### config.mk
export PLATFORM = sky130hd
export DESIGN_NAME = ccr_clock_regs
export DESIGN_NICKNAME = d
export VERILOG_FILES = /design/src/rtl/ccr_pkg.sv /design/src/rtl/ccr_bus_events.sv /design/src/rtl/ccr_shift8.sv /design/src/rtl/ccr_clock_regs.sv
export SDC_FILE = /design/constraint.sdc
export NUM_CORES = 1
export LEC_CHECK = 0
export ABC_CLOCK_PERIOD_IN_PS = 3100
export BUFFER_PORTS_ARGS = -buffer_cell sky130_fd_sc_hd__buf_4
export CAP_MARGIN = 10
export CORE_MARGIN = 4
export CORE_UTILIZATION = 35
export CTS_BUF_LIST = sky130_fd_sc_hd__clkbuf_2
export DETAILED_ROUTE_END_ITERATION = 8
export SETUP_SLACK_MARGIN = 0.02
export SLEW_MARGIN = 30
export SYNTH_ARGS = -nofsm -noshare
export SYNTH_HDL_FRONTEND = slang
export SYNTH_SLANG_ARGS = --single-unit
### constraint.sdc
create_clock -name i_clock -period 3.1 [get_ports i_clock]
set_input_delay 0.155 -clock i_clock [delete_from_list [all_inputs] [get_ports i_clock]]
set_output_delay 0.155 -clock i_clock [all_outputs]
set_load 0.02 [all_outputs]
### src/rtl/ccr_pkg.sv
package ccr_pkg;

  // Serial slave address, upper seven bits of the first byte
  localparam logic [6:0] CCR_SLAVE_ADDR = 7'h69;

  // Register indexes
  localparam logic [2:0] CCR_IDX_FREQ_SEL = 3'h0;
  localparam logic [2:0] CCR_IDX_CPU      = 3'h1;
  localparam logic [2:0] CCR_IDX_PCI      = 3'h2;
  localparam logic [2:0] CCR_IDX_FIXED    = 3'h3;
  localparam logic [2:0] CCR_IDX_MEM_HIGH = 3'h4;
  localparam logic [2:0] CCR_IDX_MEM_LOW  = 3'h5;
  localparam logic [2:0] CCR_IDX_CHIP_ID  = 3'h6;
  localparam logic [2:0] CCR_IDX_LAST     = 3'h7;
  localparam int         CCR_NUM_STORED   = 6;

  // Power-up values of the stored bytes
  localparam logic [7:0] CCR_RST_FREQ_SEL = 8'h00;
  localparam logic [7:0] CCR_RST_ENABLES  = 8'hFF;

  // Bits that a write may change, per index 5 down to 0
  localparam logic [5:0][7:0] CCR_WMASK = {8'hFF, 8'hF5, 8'hB3, 8'h7F, 8'h2E, 8'hFF};

  // Strap read-back positions
  localparam int CCR_BIT_STRAP2 = 7;
  localparam int CCR_BIT_STRAP0 = 6;
  localparam int CCR_BIT_STRAP1 = 3;
  localparam int CCR_BIT_STRAP3 = 1;

  // Field positions
  localparam int CCR_BIT_SPREAD_TYPE   = 5;
  localparam int CCR_BIT_SPREAD_AMT    = 7;
  localparam int CCR_BIT_DUAL_SEL      = 7;
  localparam int CCR_BIT_FIXED48_EN    = 5;
  localparam int CCR_BIT_DUAL_EN       = 4;
  localparam int CCR_BIT_REF_SECOND_EN = 1;
  localparam int CCR_BIT_REF_FIRST_EN  = 0;

  // Value returned past the last register
  localparam logic [7:0] CCR_READ_PAST_END = 8'hFF;
  // Arbitrary neutral identification value
  localparam logic [7:0] CCR_CHIP_ID_DEFAULT = 8'hA5;

  // Byte phases of a write transfer
  localparam logic [1:0] CCR_PH_ADDR  = 2'h0;
  localparam logic [1:0] CCR_PH_CMD   = 2'h1;
  localparam logic [1:0] CCR_PH_COUNT = 2'h2;
  localparam logic [1:0] CCR_PH_DATA  = 2'h3;

  localparam logic [2:0] CCR_LAST_BIT = 3'h7;

  typedef enum logic [4:0] {
    CCR_ST_IDLE = 5'h01,
    CCR_ST_RECV = 5'h02,
    CCR_ST_ACK  = 5'h04,
    CCR_ST_SEND = 5'h08,
    CCR_ST_RACK = 5'h10
  } ccr_state_t;

  typedef struct packed {
    logic [2:0]  proc_clk_out;
    logic [6:0]  pci_bus_clk_out;
    logic [13:0] mem_clk_out;
    logic        ref_clk_out_first;
    logic        ref_clk_out_second;
    logic        fixed_48_out;
    logic        dual_rate_fixed_out;
    logic        dual_rate_sel_24;
    logic        spread_down;
    logic        spread_center_wide;
  } ccr_enables_t;

  typedef struct packed {
    logic start;
    logic stop;
    logic scl_rise;
    logic scl_fall;
    logic sda;
  } ccr_bus_events_t;

endpackage : ccr_pkg

### src/rtl/ccr_bus_events.sv
module ccr_bus_events
  import ccr_pkg::*;
(
  // Clock and reset
  input  wire logic            i_clock,
  input  wire logic            i_resetn,
  // Serial pins, synchronous to the clock
  input  wire logic            i_scl,
  input  wire logic            i_sda,
  // Decoded events
  output ccr_bus_events_t      o_events
);

  logic scl_cur;
  logic scl_prev;
  logic sda_cur;
  logic sda_prev;
  logic next_scl_cur;
  logic next_scl_prev;
  logic next_sda_cur;
  logic next_sda_prev;

  always_comb
  begin
    next_scl_cur  = i_scl;
    next_scl_prev = scl_cur;
    next_sda_cur  = i_sda;
    next_sda_prev = sda_cur;
  end

  // Idle bus level is high on both lines
  always_ff @(posedge i_clock)
  begin
    if (!i_resetn)
    begin
      scl_cur  <= 1'b1;
      scl_prev <= 1'b1;
      sda_cur  <= 1'b1;
      sda_prev <= 1'b1;
    end
    else
    begin
      scl_cur  <= next_scl_cur;
      scl_prev <= next_scl_prev;
      sda_cur  <= next_sda_cur;
      sda_prev <= next_sda_prev;
    end
  end

  always_comb
  begin
    o_events.start    = scl_prev & scl_cur & sda_prev & ~sda_cur;
    o_events.stop     = scl_prev & scl_cur & ~sda_prev & sda_cur;
    o_events.scl_rise = ~scl_prev & scl_cur;
    o_events.scl_fall = scl_prev & ~scl_cur;
    o_events.sda      = sda_cur;
  end

endmodule // ccr_bus_events

### src/rtl/ccr_shift8.sv
module ccr_shift8
  import ccr_pkg::*;
(
  // Clock and reset
  input  wire logic       i_clock,
  input  wire logic       i_resetn,
  // Control
  input  wire logic       i_load,
  input  wire logic [7:0] i_load_value,
  input  wire logic       i_shift,
  input  wire logic       i_bit,
  // Contents, most significant bit goes out first
  output logic      [7:0] o_data
);

  logic [7:0] data;
  logic [7:0] next_data;

  always_comb
  begin
    next_data = data;
    if (i_load)
    begin
      next_data = i_load_value;
    end
    else if (i_shift)
    begin
      next_data = {data[6:0], i_bit};
    end
  end

  always_ff @(posedge i_clock)
  begin
    if (!i_resetn)
    begin
      data <= 8'hFF;
    end
    else
    begin
      data <= next_data;
    end
  end

  assign o_data = data;

endmodule // ccr_shift8

### src/rtl/ccr_clock_regs.sv
// How it works
// index 1 bits 3..1 enable processor clocks 2..0
// index 1 bit 5 zero forces half-percent down-spread
// index 2 bits 6..0 enable PCI clocks; bit7 one
// index 3 bit 7 selects 24 or 48 MHz
// index 3 bits 5,4 enable fixed outputs
// index 3 bits 1,0 enable references; 3,2 one
// index 4 bits 7,6,5,4,2,0 enable memory 13..8
// index 5 bit n enables memory clock n
// index 6 is fixed read-only identification byte
// one runs the output; all enables start one
// strap read-back bits latched once, ignore writes
// reserved bits read one and ignore writes
// slave address 1101001, direction bit, byte acknowledged
// master sends dummy command and count first
// defaults load only at power-up reset
// reads stream bytes from index 0 until the master NACKs or sends stop
module ccr_clock_regs
  import ccr_pkg::*;
#(
  parameter logic [7:0] CHIP_ID = CCR_CHIP_ID_DEFAULT
)
(
  // Clock and power-up reset
  input  wire logic       i_clock,
  input  wire logic       i_resetn,
  // Frequency-select straps, active low
  input  wire logic [3:0] i_freq_strap_n,
  // Two-wire serial bus
  input  wire logic       i_serial_clock_line,
  input  wire logic       i_serial_data_line,
  output logic            o_serial_data_line,
  output logic            o_serial_data_line_oe,
  // Clock output controls
  output ccr_enables_t    o_enables
);

  ccr_bus_events_t     ev;
  logic [7:0]          shift_data;
  logic                shift_load;
  logic [7:0]          shift_load_value;
  logic                shift_en;
  logic                shift_bit;

  ccr_state_t          state;
  ccr_state_t          next_state;
  logic [2:0]          bit_cnt;
  logic [2:0]          next_bit_cnt;
  logic                byte_done;
  logic                next_byte_done;
  logic [1:0]          phase;
  logic [1:0]          next_phase;
  logic [2:0]          index;
  logic [2:0]          next_index;
  logic                rw_read;
  logic                next_rw_read;
  logic                nack;
  logic                next_nack;
  logic                sda_oe;
  logic                next_sda_oe;

  logic [5:0][7:0]     regs;
  logic [5:0][7:0]     next_regs;
  logic [3:0]          strap_n;
  logic [3:0]          next_strap_n;
  logic                strap_taken;
  logic                next_strap_taken;
  ccr_enables_t        enables;
  ccr_enables_t        next_enables;

  ccr_bus_events u_events (
    .i_clock  (i_clock),
    .i_resetn (i_resetn),
    .i_scl    (i_serial_clock_line),
    .i_sda    (i_serial_data_line),
    .o_events (ev)
  );

  ccr_shift8 u_shift (
    .i_clock      (i_clock),
    .i_resetn     (i_resetn),
    .i_load       (shift_load),
    .i_load_value (shift_load_value),
    .i_shift      (shift_en),
    .i_bit        (shift_bit),
    .o_data       (shift_data)
  );

  // Byte seen by the master for a given index
  function automatic logic [7:0] read_value(input logic [2:0] idx);
    logic [7:0] v;
    v = CCR_READ_PAST_END;
    if (idx < CCR_IDX_CHIP_ID)
    begin
      v = regs[idx];
    end
    case (idx)
      CCR_IDX_CPU:      v[CCR_BIT_STRAP2] = strap_n[2];
      CCR_IDX_FIXED:    v[CCR_BIT_STRAP0] = strap_n[0];
      CCR_IDX_MEM_HIGH:
      begin
        v[CCR_BIT_STRAP1] = strap_n[1];
        v[CCR_BIT_STRAP3] = strap_n[3];
      end
      CCR_IDX_CHIP_ID:  v = CHIP_ID;
      default:          v = v;
    endcase
    return v;
  endfunction

  // Straps are caught on the first cycle after power-up reset releases
  always_comb
  begin
    next_strap_n     = strap_n;
    next_strap_taken = 1'b1;
    if (!strap_taken)
    begin
      next_strap_n = i_freq_strap_n;
    end
  end

  // Serial protocol and register writes
  always_comb
  begin
    next_state       = state;
    next_bit_cnt     = bit_cnt;
    next_byte_done   = byte_done;
    next_phase       = phase;
    next_index       = index;
    next_rw_read     = rw_read;
    next_nack        = nack;
    next_regs        = regs;
    shift_load       = 1'b0;
    shift_load_value = read_value(index);
    shift_en         = 1'b0;
    shift_bit        = ev.sda;
    case (state)
      CCR_ST_IDLE:
      begin
        next_state = CCR_ST_IDLE;
      end
      CCR_ST_RECV:
      begin
        if (ev.scl_rise)
        begin
          shift_en     = 1'b1;
          next_bit_cnt = bit_cnt + 3'h1;
          if (bit_cnt == CCR_LAST_BIT)
          begin
            next_byte_done = 1'b1;
          end
        end
        else if (ev.scl_fall && byte_done)
        begin
          next_byte_done = 1'b0;
          next_bit_cnt   = 3'h0;
          next_state     = CCR_ST_ACK;
          if (phase != CCR_PH_DATA)
          begin
            next_phase = phase + 2'h1;
          end
          if (phase == CCR_PH_ADDR)
          begin
            next_rw_read = shift_data[0];
            if (shift_data[7:1] != CCR_SLAVE_ADDR)
            begin
              next_state = CCR_ST_IDLE;
            end
          end
          else if (phase == CCR_PH_DATA)
          begin
            // Bits outside the mask stay one, so reserved bits read back one
            if (index < CCR_IDX_CHIP_ID)
            begin
              next_regs[index] = (shift_data & CCR_WMASK[index]) | ~CCR_WMASK[index];
            end
            if (index != CCR_IDX_LAST)
            begin
              next_index = index + 3'h1;
            end
          end
        end
      end
      CCR_ST_ACK:
      begin
        if (ev.scl_fall)
        begin
          next_bit_cnt = 3'h0;
          if (rw_read)
          begin
            shift_load = 1'b1;
            next_state = CCR_ST_SEND;
            if (index != CCR_IDX_LAST)
            begin
              next_index = index + 3'h1;
            end
          end
          else
          begin
            next_state = CCR_ST_RECV;
          end
        end
      end
      CCR_ST_SEND:
      begin
        if (ev.scl_fall)
        begin
          if (bit_cnt == CCR_LAST_BIT)
          begin
            next_bit_cnt = 3'h0;
            next_state   = CCR_ST_RACK;
          end
          else
          begin
            shift_en     = 1'b1;
            shift_bit    = 1'b1;
            next_bit_cnt = bit_cnt + 3'h1;
          end
        end
      end
      CCR_ST_RACK:
      begin
        if (ev.scl_rise)
        begin
          next_nack = ev.sda;
        end
        else if (ev.scl_fall)
        begin
          if (nack)
          begin
            next_state = CCR_ST_IDLE;
          end
          else
          begin
            shift_load = 1'b1;
            next_state = CCR_ST_SEND;
            if (index != CCR_IDX_LAST)
            begin
              next_index = index + 3'h1;
            end
          end
        end
      end
      default:
      begin
        next_state = CCR_ST_IDLE;
      end
    endcase
    // A repeated start restarts at the address byte and index 0
    if (ev.start)
    begin
      next_state     = CCR_ST_RECV;
      next_bit_cnt   = 3'h0;
      next_byte_done = 1'b0;
      next_phase     = CCR_PH_ADDR;
      next_index     = CCR_IDX_FREQ_SEL;
      next_nack      = 1'b0;
      shift_load     = 1'b0;
      shift_en       = 1'b0;
    end
    else if (ev.stop)
    begin
      next_state = CCR_ST_IDLE;
    end
  end

  // Pin drive lags the state by one cycle, well inside the SCL low time
  always_comb
  begin
    next_sda_oe = (state == CCR_ST_ACK) || ((state == CCR_ST_SEND) && !shift_data[7]);
  end

  // Enable outputs mirror the stored bytes
  always_comb
  begin
    next_enables.proc_clk_out        = regs[CCR_IDX_CPU][3:1];
    next_enables.pci_bus_clk_out     = regs[CCR_IDX_PCI][6:0];
    next_enables.mem_clk_out         = {regs[CCR_IDX_MEM_HIGH][7:4], regs[CCR_IDX_MEM_HIGH][2],
                                        regs[CCR_IDX_MEM_HIGH][0], regs[CCR_IDX_MEM_LOW]};
    next_enables.ref_clk_out_first   = regs[CCR_IDX_FIXED][CCR_BIT_REF_FIRST_EN];
    next_enables.ref_clk_out_second  = regs[CCR_IDX_FIXED][CCR_BIT_REF_SECOND_EN];
    next_enables.fixed_48_out        = regs[CCR_IDX_FIXED][CCR_BIT_FIXED48_EN];
    next_enables.dual_rate_fixed_out = regs[CCR_IDX_FIXED][CCR_BIT_DUAL_EN];
    next_enables.dual_rate_sel_24    = regs[CCR_IDX_FIXED][CCR_BIT_DUAL_SEL];
    // Down-spread overrides the spread amount bit of index 0
    next_enables.spread_down         = ~regs[CCR_IDX_CPU][CCR_BIT_SPREAD_TYPE];
    next_enables.spread_center_wide  = regs[CCR_IDX_CPU][CCR_BIT_SPREAD_TYPE]
                                       & regs[CCR_IDX_FREQ_SEL][CCR_BIT_SPREAD_AMT];
  end

  // Only the power-up reset loads defaults; bus events never do
  always_ff @(posedge i_clock)
  begin
    if (!i_resetn)
    begin
      state       <= CCR_ST_IDLE;
      bit_cnt     <= 3'h0;
      byte_done   <= 1'b0;
      phase       <= CCR_PH_ADDR;
      index       <= CCR_IDX_FREQ_SEL;
      rw_read     <= 1'b0;
      nack        <= 1'b0;
      sda_oe      <= 1'b0;
      regs        <= {{(CCR_NUM_STORED - 1){CCR_RST_ENABLES}}, CCR_RST_FREQ_SEL};
      strap_n     <= 4'h0;
      strap_taken <= 1'b0;
      // Spread flags match the reset bytes so both never show at once
      enables     <= '{spread_down: 1'b0, spread_center_wide: 1'b0, default: '1};
    end
    else
    begin
      state       <= next_state;
      bit_cnt     <= next_bit_cnt;
      byte_done   <= next_byte_done;
      phase       <= next_phase;
      index       <= next_index;
      rw_read     <= next_rw_read;
      nack        <= next_nack;
      sda_oe      <= next_sda_oe;
      regs        <= next_regs;
      strap_n     <= next_strap_n;
      strap_taken <= next_strap_taken;
      enables     <= next_enables;
    end
  end

  // Open drain: the line is only ever pulled low
  assign o_serial_data_line    = 1'b0;
  assign o_serial_data_line_oe = sda_oe;
  assign o_enables             = enables;

endmodule // ccr_clock_regs

==> key figures <==
Synth
  – Mux cell area share after synthesis: 9.019%
  – Syn_nets: 570
  – Synthesized area per cell: 9.408 um2
  – Top cell type's share of synthesized area: 45.79%
  – Complex-gate fraction of the synthesized area: between 10% and 20%
  – Post-synthesis sequential area ratio: 45.79%
  – Synth top cells by count: 119 x dfxtp_1, 72 x nand2_1, 43 x nand2b_1
  – Post-Syn Instances: 553
  – Top_reg_cell synth: dfxtp_1
  – Post-Synth XOR/XNOR Area: 0.6734%
  – #FFs+latches synth: 119
  – Synthesized area: between 5000 and 6000 um2
  – Cell with the most instances after synthesis: dfxtp_1
  – Largest area contributor in the netlist: dfxtp_1
  – Asr flop ratio synth: 0%
  – Simple-Gate Fraction of Synth Area: ~22%
  – Synth cell types: 63
  – Main combinational cell family by area after synthesis: simple AND/OR/NAND/NOR gates
  – EDFF count, synth: 0
  – Top post-synthesis cells by area: dfxtp_1 46%, mux2i_1 7.5%, nand2_1 5.2%
  – Adder and majority gate portion of the synthesized area: 2.165%
  – Yosys warns: 0

STA
  – Final worst clock skew: 0.02634 ns
  – Fmax: 391.0 MHz
  – RSZ-0062 raised after global routing: false
  – Count of final setup violators: 0
  – Slew Limit Headroom: 43.69%
  – Final period util: 82.49%
  – Slew Limit Fails: 0
  – Tmin final: 2.557 ns
  – Final WS setup: 0.5427 ns
  – Setup_tns: 0 ns
  – Slew @ Worst Pin: roughly 0.84 ns
  – Final Hold Violating Endpoints: 0

Worst setup path
  – Setup crit end kind: flop
  – Critical path type: reg2reg
  – Worst EP required: 3.70 ns
  – Crit-path slowest cell: dfxtp_1
  – CP Launch Type: flop
  – CP Data Arrival Time: 3.16 ns
  – CP top delay family: compound AO/OA/AOI/OAI gates
  – CP peak stage delay: approximately 0.43 ns
  – CP bufs+invs: 0
  – Max FO, Critical Path: 10
  – CP Cell Sequence: nand2b_2 > nor3_1 > o2111ai_2 > a21oi_1 > mux2i_1 > nor2_1 > ha_1 > a2111oi_0

Global routing
  – GRT overflow: 0
  – Vias in the first global route: around 4,000
  – First-pass GRT wire length: 21.01 mm
  – Initial antenna violation count: 1
  – Global-route total usage across every layer: between 10% and 20%
  – Pin count of the biggest net entering global routing: 69

Floorplanning
  – Starting density of the core: between 30% and 40%
  – Die Span X: 129.9 um
  – Die area: 16,880 um2
  – Die Ht: ~130 um
  – Core footprint: 14,530 um2
  – IO Count: 41
  – Site Rows: 44

Clocking
  – Hold buffers post-CTS: 11
  – Clock transition at path regs: around 0.19 ns
  – Post-CTS resize count: 0
  – Clock buffer depth: 2
  – Root Driver: clkbuf_2
  – Sink Count: approximately 120
  – CTS tree: yes
  – Post-CTS Setup Inserts: 0
  – CTS buffer count: 17
  – Skew-Pair Late Insertion Delay: 0.71 ns
  – H-tree levels: 4

Route
  – DR pass1 iterations: 5
  – WL per Instance: 16.32 um
  – Final antenna-violating net count: 0
  – Vias per cell: about 5.3
  – Routed Wire Length: 12.90 mm
  – DRC: 0
  – Initial DRC Count: between 400 and 500
  – Via count: approximately 4,200

Placed design
  – Pre-CTS setup slack: 0.6136 ns
  – RePlAce Congestion: 0.8582
  – Dpl hpwl: 9.021 mm
  – DP Area: ~5600 um2
  – I/O Buffers: 39

Final layout
  – Share of cells above drive strength 1: 16.03%
  – Layout Nets: 609
  – Reg area: about 2400 um2
  – Final Cell Area: 5948 um2
  – Area Growth Syn to Fin: 14.33%
  – Util after Layout: 40.93%
  – Filler cells: 1,448
  – Multi-input logic area: 2587 um2

Run status
  – Status: completed

Power and ir drop
  – Power per Cell Area: around 450 nW/um2
  – Lkg Pwr: 0.002438 uW
  – Total Power: 2678 uW
  – Peak VDD IR: 0.0002302 V

Min path
  – Hold Crit Class: in2reg

Job
  – Max cap viols: 0
-- where the power goes --
group	switching [uW]	leakage (uW)	internal (uW)
registers	11.0	0.000964	1540
logic	42.2	0.00133	32.2
clock network	666	0.000142	387
total	719	0.00244	1960
-- layout make-up --
class,instances,area share [%]
inverters,9,0.5679
well taps,184,3.870
flip-flops and latches,119,40.05
repair buffers,58,7.783
multi-input cells,387,43.50
diodes,1,0.04207
clock inverters,15,2.756
clock buffers,17,1.430
-- cell families after synthesis --
kind of cell / after synthesis
simple gates: 216
buf+inv: 47
other cells: 1
xor+xnor: 4
mux: 45
compound gates: 112
fa+ha+maj: 9
flops: 119
-- path summary, 6_finish.rpt --
path                            cells after the start                               from  slack [ns]                                end
worst max-delay path                                8  u_events.next_scl_prev$_SDFF_PN1_        0.54                               flop
worst min-delay path                                3                 i_serial_data_line        0.19  u_events.next_sda_prev$_SDFF_PN1_
worst min register to register                      2              regs[35]$_SDFFE_PN1P_        0.50              regs[35]$_SDFFE_PN1P_
worst max register to register                      8  u_events.next_scl_prev$_SDFF_PN1_        0.54                               flop
-- through the flow --
step                      cells  hold slack [ns]
final                       790           0.1882
after global placement      746           0.3430
after CTS                   789           0.1495
after global routing        790           0.1453
after detailed placement    746           0.3425
after floorplan             553           0.1827
-- cells in the final DEF, fill, tap and decap left out, types with 3 or more instances in the layout --
master / n
or4_1: 3
a21oi_1: 20
nand3_1: 10
nand2b_1: 43
nor2_1: 34
dlygate4sd3_1: 11
a31oi_1: 4
clkbuf_2: 17
xnor2_1: 4
and3_1: 7
o211ai_1: 27
nor3_1: 5
o22ai_1: 3
mux2i_1: 39
nor4_1: 3
nor2b_1: 15
o21ai_0: 17
dfxtp_1: 119
inv_1: 8
mux2_2: 5
nand2_1: 72
a22oi_1: 5
buf_4: 47
nand3b_1: 6
a211oi_1: 5
clkinvlp_4: 3
ha_1: 9
o211a_1: 7
inv_6: 6
and4_1: 3
-- worst min-delay path: cells and delay by family --
family | cells | cell delay (ns)
buffers and inverters | 2 | 0.62
AND/OR/NAND/NOR | 1 | 0.08
-- registers in the layout, summed over array words and instances (netlist names), named ones only --
name,cells
u_shift.o_data,8
strap_n,4
regs,19
nack,1
next_enables,29
strap_taken,1
phase,2
index,3
bit_cnt,3
byte_done,1
u_events.sda_prev,1
rw_read,1
o_enables,31
o_serial_data_line_oe,1
u_events.next_scl_prev,1
u_events.next_sda_prev,1
state,5
u_events.scl_prev,1
-- metal layers --
layer | GRT usage, % | up-vias | share of wire [%]
met4 | 5.990 | 0 | 2.3
met1 | 21.78 | 2023 | 48
met3 | 5.035 | 29 | 5.8
li1 | - | 2041 | -
met5 | 0 | - | 0
met2 | 24.08 | 130 | 44
Note: power is estimated with default switching activity, not from simulation.
